===== src/tscl_pkg.sv =====
package tscl_pkg;

	// ----------------------------------------------------------------
	// clock and conversion timing
	// ----------------------------------------------------------------
	localparam int unsigned CLK_HZ          = 25_000_000;
	localparam int unsigned CONV_TIME_US    = 50_000;   // base conversion time, lowest resolution
	localparam int unsigned CONV_BASE_CYC   = CONV_TIME_US * (CLK_HZ / 1_000_000);
	localparam int unsigned CONV_CNT_W      = 24;

	// ----------------------------------------------------------------
	// serial frame layout
	// ----------------------------------------------------------------
	localparam int unsigned DATA_W          = 16;
	localparam int unsigned CMD_W           = 8;
	localparam logic [4:0]  DATA_LAST       = 5'h0f;
	localparam logic [4:0]  CMD_LAST        = 5'h07;
	localparam int unsigned CMD_RW_BIT      = 7;
	localparam logic [3:0]  CMD_PAD_ZERO    = 4'h0;

	// ----------------------------------------------------------------
	// register select codes
	// ----------------------------------------------------------------
	localparam logic [2:0]  REG_CTRL        = 3'h1;
	localparam logic [2:0]  REG_UPPER       = 3'h2;
	localparam logic [2:0]  REG_LOWER       = 3'h3;
	localparam logic [2:0]  REG_IDENT       = 3'h7;

	// ----------------------------------------------------------------
	// control_and_status field positions
	// ----------------------------------------------------------------
	localparam int unsigned CTL_SHUTDOWN    = 15;
	localparam int unsigned CTL_ONE_SHOT    = 14;
	localparam int unsigned CTL_ALARM_CLR   = 13;
	localparam int unsigned CTL_TOGGLE      = 12;
	localparam int unsigned CTL_ALARM_STAT  = 11;
	localparam int unsigned CTL_HIGH_FLAG   = 10;
	localparam int unsigned CTL_LOW_FLAG    = 9;
	localparam int unsigned CTL_READY       = 8;
	localparam int unsigned CTL_ALARM_DIS   = 7;
	localparam int unsigned CTL_SENSE       = 6;
	localparam int unsigned CTL_PREC_HI     = 5;
	localparam int unsigned CTL_PREC_LO     = 4;
	localparam int unsigned CTL_RSV_HI      = 2;
	localparam int unsigned CTL_RSV_LO      = 1;

	// ----------------------------------------------------------------
	// reset values and masks
	// ----------------------------------------------------------------
	localparam logic [15:0] CTRL_RST        = 16'h0000;
	localparam logic [15:0] UPPER_RST       = 16'h4880;
	localparam logic [15:0] LOWER_RST       = 16'h4600;
	localparam logic [15:0] TEMP_RST        = 16'h0000;
	localparam logic [15:0] READ_ILLEGAL    = 16'h0000;
	localparam logic [15:0] LIMIT_MASK      = 16'hffe0;
	localparam logic [15:0] PREC_FULL_MASK  = 16'hffff;
	localparam logic [1:0]  PREC_16BIT      = 2'h3;
	localparam logic [15:0] IDENT_DEFAULT   = 16'h5a01; // arbitrary value

	// ----------------------------------------------------------------
	// types
	// ----------------------------------------------------------------
	typedef enum {PH_IDLE, PH_TEMP, PH_CMD, PH_RDATA, PH_WDATA, PH_DONE} tscl_phase_type;

	typedef struct packed {
		logic       shutdown_request;
		logic       alarm_disable;
		logic       alarm_sense_select;
		logic       precision_select_hi;
		logic       precision_select_lo;
		logic [1:0] reserved;
	} tscl_cfg_type;

	localparam tscl_cfg_type CFG_RST = '{default: 1'b0};

endpackage


===== src/tscl_top.sv =====
// What this block does
// shutdown bit set stops new conversions
// one-shot in shutdown runs one conversion
// alarm-clear write drops alarm, reads zero
// toggle bit flips on read after conversion
// alarm status mirrors pin; clears below lower
// cleared alarm reasserts at next hot conversion
// high flag sticky until read and cool
// low flag sticky until read and warm
// ready bit cleared by read, set on done
// host waits for ready after one-shot
// alarm disable forces pin and status inactive
// sense bit selects alarm active level
// two-bit field selects 13 to 16 bits
// host writes zero to bits three, zero
// reserved bits store and read back
// upper limit eleven bits, low five zero
// lower limit same layout, no alarm
// read pointer is write pointer plus top
// command byte layout; illegal reads 0000h
// compare and update flags at result store
module tscl_top
	import tscl_pkg::*;
#(
	parameter int unsigned CONV_CYCLES = CONV_BASE_CYC,
	parameter logic [15:0] IDENT_VALUE = IDENT_DEFAULT
) (
	// clock and reset
	input  wire logic        clk_sys,
	input  wire logic        rst_n,
	// serial link pins
	input  wire logic        cs_n,
	input  wire logic        sclk,
	input  wire logic        sio_in,
	output logic             sio_out,
	output logic             sio_oe,
	// converter side
	input  wire logic [15:0] adc_value,
	output logic             conv_active,
	// alarm pin
	output logic             overheat_alarm
);

	// ----------------------------------------------------------------
	// pin synchronisation and edge detection
	// ----------------------------------------------------------------
	logic cs_s;
	logic sclk_s;
	logic sio_s;
	logic cs_n_d_r;
	logic sclk_d_r;

	tscl_sync #(.W(3)) u_sync (
		.clk_sys (clk_sys),
		.rst_n   (rst_n),
		.d       ({!cs_n, sclk, sio_in}),
		.q       ({cs_s, sclk_s, sio_s})
	);

	// select travels inverted so the flops reset to the deselected level, no false frame after reset
	wire cs_n_s = !cs_s;

	// delayed copies for edge finding
	always_ff @(posedge clk_sys or negedge rst_n) begin
		if (!rst_n) begin
			cs_n_d_r <= 1'b1;
			sclk_d_r <= 1'b0;
		end else begin
			cs_n_d_r <= cs_n_s;
			sclk_d_r <= sclk_s;
		end
	end

	wire frame_start = !cs_n_s && cs_n_d_r;
	wire frame_end   = cs_n_s && !cs_n_d_r;
	wire sclk_rise   = !cs_n_s && sclk_s && !sclk_d_r;
	wire sclk_fall   = !cs_n_s && !sclk_s && sclk_d_r;

	// ----------------------------------------------------------------
	// state declarations
	// ----------------------------------------------------------------
	tscl_cfg_type   cfg_r;
	tscl_phase_type phase_r, phase_nxt;
	logic [4:0]     cnt_r, cnt_nxt;
	logic [15:0]    sh_r, sh_nxt;
	logic [7:0]     cmd_r, cmd_nxt;
	logic           sio_out_nxt;
	logic           sio_oe_nxt;
	logic           rd_fire;
	logic           wr_fire;
	logic [15:0]    upper_r;
	logic [15:0]    lower_r;
	logic [15:0]    temp_r;
	logic           temp_tog_r;
	logic           temp_pend_r;
	logic           ctl_tog_r;
	logic           ctl_pend_r;
	logic           ready_r;
	logic           high_flag_r;
	logic           low_flag_r;
	logic           above_r;
	logic           below_r;
	logic           alarm_r;
	logic           one_shot_pend_r;
	logic           conv_done;

	// ----------------------------------------------------------------
	// command decode
	// ----------------------------------------------------------------
	wire [7:0]  cmd_full    = {cmd_r[6:0], sio_s};
	wire [2:0]  rd_sel      = cmd_full[2:0];
	wire        rd_pad_ok   = cmd_full[6:3] == CMD_PAD_ZERO;
	wire        rd_is_read  = cmd_full[CMD_RW_BIT];
	wire [2:0]  wr_sel      = cmd_r[2:0];
	wire        wr_pad_ok   = cmd_r[6:3] == CMD_PAD_ZERO;
	wire [15:0] wr_data     = {sh_r[14:0], sio_s};
	wire        wr_ctrl     = wr_fire && wr_pad_ok && wr_sel == REG_CTRL;
	wire        wr_upper    = wr_fire && wr_pad_ok && wr_sel == REG_UPPER;
	wire        wr_lower    = wr_fire && wr_pad_ok && wr_sel == REG_LOWER;
	wire        ctrl_read   = rd_fire && rd_pad_ok && rd_sel == REG_CTRL;

	// ----------------------------------------------------------------
	// resolution and temperature result
	// ----------------------------------------------------------------
	wire [1:0]  precision   = {cfg_r.precision_select_hi, cfg_r.precision_select_lo};
	wire        full_prec   = precision == PREC_16BIT;
	wire [15:0] prec_mask   = PREC_FULL_MASK << (PREC_16BIT - precision);
	wire [15:0] new_temp    = adc_value & prec_mask;
	wire        new_above   = $signed(new_temp) > $signed(upper_r);
	wire        new_below   = $signed(new_temp) < $signed(lower_r);
	wire        temp_tog_nx = temp_tog_r ^ temp_pend_r;
	wire [15:0] temp_out    = {temp_r[15:1], full_prec ? temp_r[0] : temp_tog_nx};

	// ----------------------------------------------------------------
	// read data selection
	// ----------------------------------------------------------------
	wire        ctl_tog_nx  = ctl_tog_r ^ ctl_pend_r;
	wire [15:0] ctrl_value  = {cfg_r.shutdown_request, 1'b0, 1'b0,
	                           ctl_tog_nx, overheat_alarm, high_flag_r,
	                           low_flag_r, ready_r, cfg_r.alarm_disable,
	                           cfg_r.alarm_sense_select, precision, 1'b0,
	                           cfg_r.reserved, 1'b0};
	wire [15:0] rd_value    = !rd_pad_ok               ? READ_ILLEGAL :
	                          (rd_sel == REG_CTRL)     ? ctrl_value :
	                          (rd_sel == REG_UPPER)    ? upper_r :
	                          (rd_sel == REG_LOWER)    ? lower_r :
	                          (rd_sel == REG_IDENT)    ? IDENT_VALUE : READ_ILLEGAL;

	// ----------------------------------------------------------------
	// conversion timer
	// ----------------------------------------------------------------
	wire conv_start = !conv_active && (!cfg_r.shutdown_request || one_shot_pend_r);

	tscl_conv_timer #(
		.CNT_W       (CONV_CNT_W),
		.BASE_CYCLES (CONV_CYCLES)
	) u_timer (
		.clk_sys   (clk_sys),
		.rst_n     (rst_n),
		.start     (conv_start),
		.precision (precision),
		.busy      (conv_active),
		.done      (conv_done)
	);

	// ----------------------------------------------------------------
	// serial frame sequencer
	// ----------------------------------------------------------------
	always_comb begin
		phase_nxt   = phase_r;
		cnt_nxt     = cnt_r;
		sh_nxt      = sh_r;
		cmd_nxt     = cmd_r;
		sio_out_nxt = sio_out;
		sio_oe_nxt  = sio_oe;
		rd_fire     = 1'b0;
		wr_fire     = 1'b0;
		if (frame_end) begin
			phase_nxt  = PH_IDLE;
			sio_oe_nxt = 1'b0;
		end else if (frame_start) begin
			phase_nxt   = PH_TEMP;
			cnt_nxt     = '0;
			sh_nxt      = {temp_out[14:0], 1'b0};
			sio_out_nxt = temp_out[DATA_W-1];
			sio_oe_nxt  = 1'b1;
		end else if (sclk_rise) begin
			cnt_nxt = cnt_r + 5'h01;
			case (phase_r)
				PH_TEMP: begin
					if (cnt_r == DATA_LAST) begin
						phase_nxt  = PH_CMD;
						cnt_nxt    = '0;
						sio_oe_nxt = 1'b0;
					end
				end
				PH_CMD: begin
					cmd_nxt = cmd_full;
					if (cnt_r == CMD_LAST) begin
						cnt_nxt = '0;
						if (rd_is_read) begin
							phase_nxt  = PH_RDATA;
							sh_nxt     = rd_value;
							sio_oe_nxt = 1'b1;
							rd_fire    = 1'b1;
						end else begin
							phase_nxt = PH_WDATA;
						end
					end
				end
				PH_RDATA: begin
					if (cnt_r == DATA_LAST) begin
						phase_nxt  = PH_DONE;
						sio_oe_nxt = 1'b0;
					end
				end
				PH_WDATA: begin
					sh_nxt = wr_data;
					if (cnt_r == DATA_LAST) begin
						phase_nxt = PH_DONE;
						wr_fire   = 1'b1;
					end
				end
				default: begin
					cnt_nxt = cnt_r;
				end
			endcase
		end else if (sclk_fall && (phase_r == PH_TEMP || phase_r == PH_RDATA)) begin
			sio_out_nxt = sh_r[DATA_W-1];
			sh_nxt      = {sh_r[14:0], 1'b0};
		end
	end

	// sequencer registers
	always_ff @(posedge clk_sys or negedge rst_n) begin
		if (!rst_n) begin
			phase_r <= PH_IDLE;
			cnt_r   <= '0;
			sh_r    <= '0;
			cmd_r   <= '0;
			sio_out <= 1'b0;
			sio_oe  <= 1'b0;
		end else begin
			phase_r <= phase_nxt;
			cnt_r   <= cnt_nxt;
			sh_r    <= sh_nxt;
			cmd_r   <= cmd_nxt;
			sio_out <= sio_out_nxt;
			sio_oe  <= sio_oe_nxt;
		end
	end

	// ----------------------------------------------------------------
	// configuration and limit registers
	// ----------------------------------------------------------------
	always_ff @(posedge clk_sys or negedge rst_n) begin
		if (!rst_n) begin
			cfg_r   <= CFG_RST;
			upper_r <= UPPER_RST;
			lower_r <= LOWER_RST;
		end else begin
			if (wr_ctrl) begin
				cfg_r.shutdown_request    <= wr_data[CTL_SHUTDOWN];
				cfg_r.alarm_disable       <= wr_data[CTL_ALARM_DIS];
				cfg_r.alarm_sense_select  <= wr_data[CTL_SENSE];
				cfg_r.precision_select_hi <= wr_data[CTL_PREC_HI];
				cfg_r.precision_select_lo <= wr_data[CTL_PREC_LO];
				cfg_r.reserved            <= wr_data[CTL_RSV_HI:CTL_RSV_LO];
			end
			if (wr_upper)
				upper_r <= wr_data & LIMIT_MASK;
			if (wr_lower)
				lower_r <= wr_data & LIMIT_MASK;
		end
	end

	// one-shot request only while already in shutdown
	wire one_shot_wr = wr_ctrl && wr_data[CTL_ONE_SHOT] && wr_data[CTL_SHUTDOWN]
	                   && cfg_r.shutdown_request;

	always_ff @(posedge clk_sys or negedge rst_n) begin
		if (!rst_n)
			one_shot_pend_r <= 1'b0;
		else if (one_shot_wr)
			one_shot_pend_r <= 1'b1;
		else if (conv_start)
			one_shot_pend_r <= 1'b0;
	end

	// ----------------------------------------------------------------
	// temperature result and its toggle bit
	// ----------------------------------------------------------------
	always_ff @(posedge clk_sys or negedge rst_n) begin
		if (!rst_n) begin
			temp_r      <= TEMP_RST;
			temp_tog_r  <= 1'b0;
			temp_pend_r <= 1'b0;
		end else begin
			if (conv_done)
				temp_r <= new_temp;
			if (frame_start)
				temp_tog_r <= temp_tog_nx;
			temp_pend_r <= conv_done || (temp_pend_r && !frame_start);
		end
	end

	// ----------------------------------------------------------------
	// status flags; a conversion event wins over a read clear
	// ----------------------------------------------------------------
	always_ff @(posedge clk_sys or negedge rst_n) begin
		if (!rst_n) begin
			ctl_tog_r   <= 1'b0;
			ctl_pend_r  <= 1'b0;
			ready_r     <= 1'b0;
			above_r     <= 1'b0;
			below_r     <= 1'b0;
			high_flag_r <= 1'b0;
			low_flag_r  <= 1'b0;
		end else begin
			if (ctrl_read)
				ctl_tog_r <= ctl_tog_nx;
			ctl_pend_r  <= conv_done || (ctl_pend_r && !ctrl_read);
			ready_r     <= conv_done || (ready_r && !ctrl_read && !one_shot_wr);
			if (conv_done) begin
				above_r <= new_above;
				below_r <= new_below;
			end
			high_flag_r <= (conv_done && new_above)
			               || (high_flag_r && !(ctrl_read && !above_r));
			low_flag_r  <= (conv_done && new_below)
			               || (low_flag_r && !(ctrl_read && !below_r));
		end
	end

	// ----------------------------------------------------------------
	// alarm state and pin
	// ----------------------------------------------------------------
	wire alarm_clr_wr = wr_ctrl && wr_data[CTL_ALARM_CLR];
	wire alarm_nxt    = (conv_done && new_above) ? 1'b1 :
	                    (alarm_clr_wr || (conv_done && new_below)) ? 1'b0 :
	                    alarm_r;
	wire alarm_active = alarm_nxt && !cfg_r.alarm_disable;

	// pin registers from the next state on the same edge as alarm_r; status reads the pin
	always_ff @(posedge clk_sys or negedge rst_n) begin
		if (!rst_n) begin
			alarm_r        <= 1'b0;
			overheat_alarm <= 1'b1;
		end else begin
			alarm_r        <= alarm_nxt;
			overheat_alarm <= cfg_r.alarm_sense_select ? alarm_active : !alarm_active;
		end
	end

endmodule


===== src/tscl_sync.sv =====
module tscl_sync
	import tscl_pkg::*;
#(
	parameter int unsigned W = 1
) (
	// clock and reset
	input  wire logic         clk_sys,
	input  wire logic         rst_n,
	// asynchronous in, synchronised out
	input  wire logic [W-1:0] d,
	output logic      [W-1:0] q
);

	logic [W-1:0] meta_r;

	// two-flop synchroniser; meta_r feeds only q
	always_ff @(posedge clk_sys or negedge rst_n) begin
		if (!rst_n) begin
			meta_r <= '0;
			q      <= '0;
		end else begin
			meta_r <= d;
			q      <= meta_r;
		end
	end

endmodule


===== src/tscl_conv_timer.sv =====
module tscl_conv_timer
	import tscl_pkg::*;
#(
	parameter int unsigned CNT_W       = CONV_CNT_W,
	parameter int unsigned BASE_CYCLES = CONV_BASE_CYC
) (
	// clock and reset
	input  wire logic       clk_sys,
	input  wire logic       rst_n,
	// control
	input  wire logic       start,
	input  wire logic [1:0] precision,
	// status
	output logic            busy,
	output logic            done
);

	logic [CNT_W-1:0] cnt_r;
	wire  [CNT_W-1:0] load_val = (CNT_W'(BASE_CYCLES) << precision) - CNT_W'(1);

	// each extra bit of precision doubles the conversion time
	always_ff @(posedge clk_sys or negedge rst_n) begin
		if (!rst_n) begin
			cnt_r <= '0;
			busy  <= 1'b0;
			done  <= 1'b0;
		end else begin
			done <= 1'b0;
			if (!busy && start) begin
				cnt_r <= load_val;
				busy  <= 1'b1;
			end else if (busy) begin
				if (cnt_r == '0) begin
					busy <= 1'b0;
					done <= 1'b1;
				end else begin
					cnt_r <= cnt_r - CNT_W'(1);
				end
			end
		end
	end

endmodule


===== config.mk =====
export PLATFORM = sky130hd
export DESIGN_NAME = tscl_top
export DESIGN_NICKNAME = d
export VERILOG_FILES = /design/src/tscl_pkg.sv /design/src/tscl_top.sv /design/src/tscl_sync.sv /design/src/tscl_conv_timer.sv
export SDC_FILE = /design/constraint.sdc
export NUM_CORES = 1
export LEC_CHECK = 0
export CAP_MARGIN = 20
export CORE_ASPECT_RATIO = 1.4
export CORE_MARGIN = 2
export CORE_UTILIZATION = 64
export CTS_CLUSTER_DIAMETER = 50
export DETAILED_ROUTE_END_ITERATION = 10
export DONT_BUFFER_PORTS = 1
export GPL_TIMING_DRIVEN = 1
export PLACE_DENSITY = 0.83
export SYNTH_ARGS = -nofsm -noshare
export SYNTH_HDL_FRONTEND = slang
export SYNTH_SLANG_ARGS = --single-unit

===== constraint.sdc =====
create_clock -name clk_sys -period 4.05 [get_ports clk_sys]
set_input_delay 0.2025 -clock clk_sys [delete_from_list [all_inputs] [get_ports clk_sys]]
set_output_delay 0.2025 -clock clk_sys [all_outputs]
set_load 0.005 [all_outputs]

==> run_results.csv, run 1 <==
group,metric,value,unit
synthesis,synth_seq_cells,124,
pwr,ir_drop,290,uV
routing,drt-initial-drc-count,588,
floorplan,fp.dieW,93.7,um
timing,post-route-min-period,2.93,ns
floorplan,die_area,12200,um^2
place,dp_hpwl,12500,um
synthesis,seq_area_frac_synth,0.431,
final_layout,layout_commonest_cell,"dfrtp_1",
place,post_dp_cell_area,7270,um^2
worst_setup_path,critPathRequiredTime,4.36,ns
hold_path,hold_start,"sio_in",
routing,post-route-drc-count,0,
worst_setup_path,rr_startpoint,"u_timer.busy",
hold_path,hold-path-endpoint,"u_sync.meta_r[0]",
final_layout,fillers,738,
floorplan,fp-row-count,45,
timing,fin_crit_sh,0.723,
worst_setup_path,cp.arrival,3.24,ns
synthesis,synthMuxAreaShare,0.0711,
synthesis,yosys_warnings,0,
cts,cts_buffers,17,
global_routing,grt_pass1_wl,31600,um
global_routing,grt_usage,0.333,
timing,fmax,341,MHz
routing,via_count,6378,
synthesis,synth_area,7220,um^2
pwr,p_total,3.77,mW
global_routing,gr-total-overflow,0,
cts,cts_resized,0,
synthesis,synth_compound_area_frac,0.193,
synthesis,synthDistinctLibCells,87,
final_layout,drive_above_1_share,0.138,
synthesis,synth_top_family_by_area,"compound AO/OA/AOI/OAI gates",
worst_setup_path,path_max_fanout,10,
pwr,p_leak,3.51,nW
worst_setup_path,r2r-end,"u_timer.cnt_r[12]",
run_status,status,"finished clean",
final_layout,fin_cells,922,
flow_run,drv_cap,0,
timing,slew_headroom,0.428,
worst_setup_path,critical_path.startpoint_type,"flip-flop",
synthesis,synth_async_sr_flop_share,1.00,
worst_setup_path,path_class,"flip-flop to flip-flop",
cts,clk_pin_slew,0.05,ns
floorplan,ios,25,
synthesis,synth_edf_count,0,
place,place.gp.congestion,1.05,
worst_setup_path,cp-end-kind,"flip-flop",
final_layout,synthToLayoutAreaGrowth,12.6,%
cts,cts.htree.levels,4,
routing,antenna_left,0,
timing,worst_pin_slew,0.853,ns
final_layout,nets,822,
synthesis,ys.flop_type,"dfrtp_1",
worst_setup_path,r2r_slack,1.12,ns
final_layout,multi_input_area,3730,um^2
floorplan,die_h,130,um
pwr,powerDensity,464,nW/um^2
synthesis,syn_nets,814,
floorplan,floorplan.initialDensity,0.661,
hold_path,min_path_cells,1,
cts,clk_latency,0.43,ns
routing,drt-pass1-iter-count,5,
final_layout,regArea,3110,um^2
cts,root_buffer,"clkbuf_16",
synthesis,synth_xor_area_frac,0.0109,
routing,wl_per_cell,21.2,um
cts,cts_max_path_buffers,2,
cts,cts_tree,"done",
hold_path,min_path_type,"input pin to flip-flop",
routing,drt-total-wl,19500,um
final_layout,fin_area,8130,um^2
global_routing,grt_max_degree,125,
timing,fin_skew,0.00761,ns
timing,setup_violations,0,
timing,rsz0062_at_grt,"false",
synthesis,syn_inst,760,
floorplan,core,10900,um^2
timing,final_max_slew_viol_count,0,
synthesis,synth-simple-area-share,0.182,
routing,vias_per_cell,6.92,
global_routing,grt_pass1_vias,6570,
timing,hold_violations,0,
synthesis,synthAdderAreaFrac,0.0572,
worst_setup_path,r2r_cells,10,
place,port_buffers,0,
timing,tns,0,ns
place,place_inst,869,
final_layout,num_antenna_cells,0,
cts,cts_sinks,124,
synthesis,syn_avg_cell_area,9.50,um^2
global_routing,antenna_found_initial,0,
final_layout,mostFrequentLayoutCells,"116 x dfrtp_1, 78 x nand2_1, 56 x o21ai_0",
-- cell families after synthesis --
group	Yosys count
multiplexers	46
XOR/XNOR	9
buffers and inverters	89
adder cells (fa/ha/maj)	33
AO/OA/AOI/OAI	210
AND/OR/NAND/NOR	249
flip-flops	124
-- sequential cells by signal (all words and copies together) (netlist names), 3 cells and up --
| name | count |
|---|---|
| u_timer.cnt_r | 24 |
| phase_r | 3 |
| lower_r | 11 |
| temp_r | 16 |
| sh_r | 16 |
| upper_r | 11 |
| u_sync.meta_r | 3 |
| cnt_r | 5 |
| u_sync.q | 3 |
| cmd_r | 7 |
| cfg_r | 7 |
-- through the flow --
stage | hold slack (ns) | worst slack [ns] | util
2_1_floorplan | -0.0931 | 1.17 | -
3_3_place_gp | -0.0900 | 1.35 | 0.665
3_5_place_dp | -0.0900 | 1.17 | 0.665
4_1_cts | 0.325 | 1.15 | 0.744
5_1_grt | 0.339 | 0.762 | 0.744
6_report | 0.335 | 1.12 | 0.744
-- repair_timing --
action,4_1_cts,5_1_grt
hold buffers,21,0
endpoints found under the setup margin,0,0
endpoints found under the hold margin,143,0
setup buffers,0,0
-- routing by layer --
metal,track usage,share of wire,up-vias
li1,-,-,2794
met1,0.362,0.36,3117
met2,0.583,0.52,358
met3,0.0849,0.068,109
met4,0.193,0.052,0
met5,0,0,-
-- report_power, final --
part / total (mW) / internal (mW) / leakage, nW / switching (mW)
registers: 1.53 / 1.35 / 1.55 / 0.182
clock network: 1.64 / 1.09 / 0.311 / 0.544
logic: 0.604 / 0.259 / 1.65 / 0.345
-- worst max-delay path by stage --
stage,from,endpoint,slack (ns)
final,u_timer.busy,u_timer.cnt_r[12],1.12
after global routing,u_timer.busy,u_timer.cnt_r[14],0.76
after CTS,u_timer.busy,u_timer.cnt_r[14],1.15
after detailed placement,u_timer.busy,u_timer.cnt_r[12],1.17
after global placement,cs_n_d_r,overheat_alarm,1.35
after floorplan,u_timer.busy,u_timer.cnt_r[10],1.17
-- worst max-delay path, stage by stage, from the launching register on --
cell and delay (ns):
dfrtp_1 0.52, inv_2 0.20, nand2_1 0.17, nand2_1 0.12
ha_1 0.28, nor3b_1 0.29, o2111ai_1 0.26, o31a_1 0.22
a21oi_1 0.40, a21oi_1 0.13, o221a_1 0.23
-- cells in the mapped netlist (all sizes together), types with 5 or more instances --
master	instances	area, um^2
a211oi	6	45.0
a21o	7	52.6
a21oi	40	200
a221oi	8	70.1
a22oi	10	75.1
a31oi	7	43.8
and2	6	37.5
and3	6	37.5
buf	17	113
clkbuf	23	87.6
dfrtp	116	2900
dfstp	8	210
ha	33	413
inv	49	189
mux2	42	473
nand2	79	313
nand2b	8	60.1
nand3	18	95.1
nand3b	5	37.5
nand4	14	87.6
nor2	48	180
nor2b	9	63.8
nor3	26	140
nor3b	6	55.1
nor4	8	71.3
o211ai	9	67.6
o21ai	66	330
o31ai	7	57.6
or4	5	45.0
xor2	6	52.6
-- area by class of cell --
class | count | share of cell area
Multi-Input combinational cell | 547 | 0.459
Sequential cell | 124 | 0.383
Clock buffer | 25 | 0.0610
Timing Repair Buffer | 29 | 0.0354
Inverter | 49 | 0.0233
Tap cell | 141 | 0.0217
Clock inverter | 7 | 0.0166
Power figures use the tool's default switching activity.
==> run 2, diff against run 1 <==
- clock period: 4.05 -> 2.7 ns (I/O delays scaled with it)
==> run 2 against run 1 <==
Against the previous run:
- the run now ends with negative hold slack left
- power grew 53%
- setup slack worse by 0.95 ns
- combinational power grew 66%
- clock power grew 55%
- first-iteration DRC count down 18%
- clock-buffer cell count fell by 4
- via count fell by 0.27%
- routed wire length up 4.3%
- critical endpoint is now sh_r[7]
- largest power group unchanged
==> run_results.csv, run 2 (synthesis results as in run 1) <==
group,metric,value,unit
cts,cts_sinks,124,
worst_setup_path,cp_num_buf_inv,2,
worst_setup_path,critPathRequiredTime,3.04,ns
timing,hold_slack,-0.589,ns
global_routing,grt_pass1_wl,33000,um
place,post_dp_cell_area,7500,um^2
timing,final_max_slew_viol_count,0,
pwr,p_comb_frac,0.173,
timing,worst_pin_slew,0.959,ns
cts,root_buffer,"clkbuf_16",
final_layout,drive_above_1_share,0.177,
routing,via_count,6361,
final_layout,largest_register_ffs,24,
final_layout,mostFrequentLayoutCells,"115 x dfrtp_1, 78 x nand2_1, 56 x o21ai_0",
run_status,failed_checks,"negative hold slack",
final_layout,synthToLayoutAreaGrowth,15.8,%
worst_setup_path,path_max_fanout,21,
cts,cts_buffers,17,
floorplan,core,10900,um^2
routing,wl_per_cell,21.4,um
floorplan,ios,25,
global_routing,grt_usage,0.353,
place,dp_hpwl,13500,um
pwr,ir_drop,482,uV
worst_setup_path,cp-end-kind,"flip-flop",
timing,setup_violations,0,
place,port_buffers,0,
worst_setup_path,crit_slowest_cell,"o31ai_4",
pwr,clkPwrFrac,0.440,
worst_setup_path,crit_chain,"ha_1 -> nor4bb_1 -> buf_4 -> a31oi_1 -> nor3_1 -> o31ai_4 -> buf_4 -> nand2_1 -> o21ai_1",
pwr,p_sw_frac,0.282,
routing,antenna_left,0,
timing,fmax,395,MHz
floorplan,fp.dieW,93.7,um
final_layout,utilization,0.765,
routing,drt-initial-drc-count,480,
pwr,p_leak,3.64,nW
routing,drt-total-wl,20300,um
final_layout,multi_input_area,3740,um^2
pwr,seqPwrFrac,0.387,
pwr,p_sw,1.63,mW
timing,finalWorstSetupSlack,0.167,ns
worst_setup_path,cp_common_cell,"buf_4",
final_layout,num_antenna_cells,0,
pwr,powerDensity,691,nW/um^2
floorplan,fp-row-count,45,
floorplan,floorplan.initialDensity,0.661,
final_layout,nets,850,
cts,cts_max_path_buffers,2,
cts,ctsHoldBuffers,19,
routing,vias_per_cell,6.70,
worst_setup_path,critical_path.startpoint_type,"flip-flop",
run_status,status,"complete, but fails checks",
worst_setup_path,path_class,"flip-flop to flip-flop",
hold_path,min_path_type,"input pin to asynchronous set/reset pin",
routing,drt-pass1-iter-count,7,
floorplan,die_area,12200,um^2
timing,rsz0062_at_grt,"false",
pwr,p_int,4.14,mW
final_layout,largest-register,"u_timer.cnt_r",
pwr,p_total,5.77,mW
place,dp_slack,0.134,ns
final_layout,regArea,3110,um^2
flow_run,drv_cap,0,
final_layout,fillers,745,
worst_setup_path,cp.arrival,2.87,ns
worst_setup_path,crit_family,"compound AO/OA/AOI/OAI gates",
worst_setup_path,slowest_delay,0.78,ns
final_layout,fin_area,8360,um^2
cts,cts_tree,"done",
global_routing,gr-total-overflow,0,
timing,fin_skew,0.00862,ns
timing,slew_headroom,0.361,
final_layout,reg_top3,"u_timer.cnt_r (24), sh_r (16), temp_r (16)",
routing,post-route-drc-count,0,
timing,post-route-min-period,2.53,ns
cts,cts.htree.levels,4,
floorplan,die_h,130,um
global_routing,antenna_found_initial,0,
timing,fin_crit_sh,0.938,
timing,hold_violations,124,
cts,clk_pin_slew,0.06,ns
global_routing,grt_max_degree,125,
timing,tns,0,ns
cts,clk_latency,0.41,ns
place,place.gp.congestion,0.919,
global_routing,grt_pass1_vias,6565,
final_layout,layout_commonest_cell,"dfrtp_1",
[run 2: cell types whose count changed in the layout (fill, tap and decap cells not counted), sizes merged]
| cell | before | now |
|---|---|---|
| buf | 9 | 38 |
| bufinv | 4 | 5 |
| clkbuf | 25 | 21 |
| clkinvlp | 0 | 2 |
| dlygate4sd3 | 20 | 19 |
[run 2: metal layers]
metal | GRT usage | part of all wire | vias up
li1 | - | - | 2852
met1 | 0.395 | 0.37 | 3120
met2 | 0.627 | 0.52 | 301
met3 | 0.0727 | 0.058 | 88
met4 | 0.189 | 0.048 | 0
met5 | 0 | 0 | -
[run 2: power groups by stage]
stage	Clock (mW)	Combinational, mW	Sequential (mW)
after global routing	2.64	1.10	2.25
after floorplan	0	0.712	2.17
after detailed placement	0	0.924	2.24
after global placement	0	0.866	2.22
final	2.54	1.00	2.23
after CTS	2.55	0.976	2.22
[run 2: cell type report]
| type | count | area share |
|---|---|---|
| Clock inverter | 10 | 0.0225 |
| Inverter | 49 | 0.0226 |
| Timing Repair Buffer | 57 | 0.0569 |
| Clock buffer | 21 | 0.0563 |
| Multi-Input combinational cell | 547 | 0.448 |
| Sequential cell | 124 | 0.373 |
| Tap cell | 141 | 0.0211 |
[run 2: timing repair]
| action | in CTS | in global routing |
|---|---|---|
| gates resized for setup | 0 | 2 |
| hold endpoints to repair | 143 | 124 |
| endpoints found under the setup margin | 0 | 5 |
| buffers inserted | 0 | 0 |
[run 2: through the flow]
step / std cells / hold slack [ns]
floorplan: 760 / -0.161
global placement: 899 / -0.158
detailed placement: 899 / -0.157
CTS: 949 / -0.599
global route: 949 / -0.607
finish: 949 / -0.589
[run 2: worst paths after layout]
check / depth (start not counted) / slack (ns) / endpoint / start
worst min-delay path: 0 / -0.59 / u_timer.cnt_r[3] / rst_n
max in group asynchronous: 0 / 3.02 / cs_n_d_r / rst_n
min in group clk_sys: 4 / 0.24 / high_flag_r / adc_value[11]
worst min register to register: 0 / 0.35 / u_sync.q[0] / u_sync.meta_r[0]
worst max-delay path: 9 / 0.17 / sh_r[7] / cnt_r[0]
worst max register to register: 9 / 0.17 / sh_r[7] / cnt_r[0]
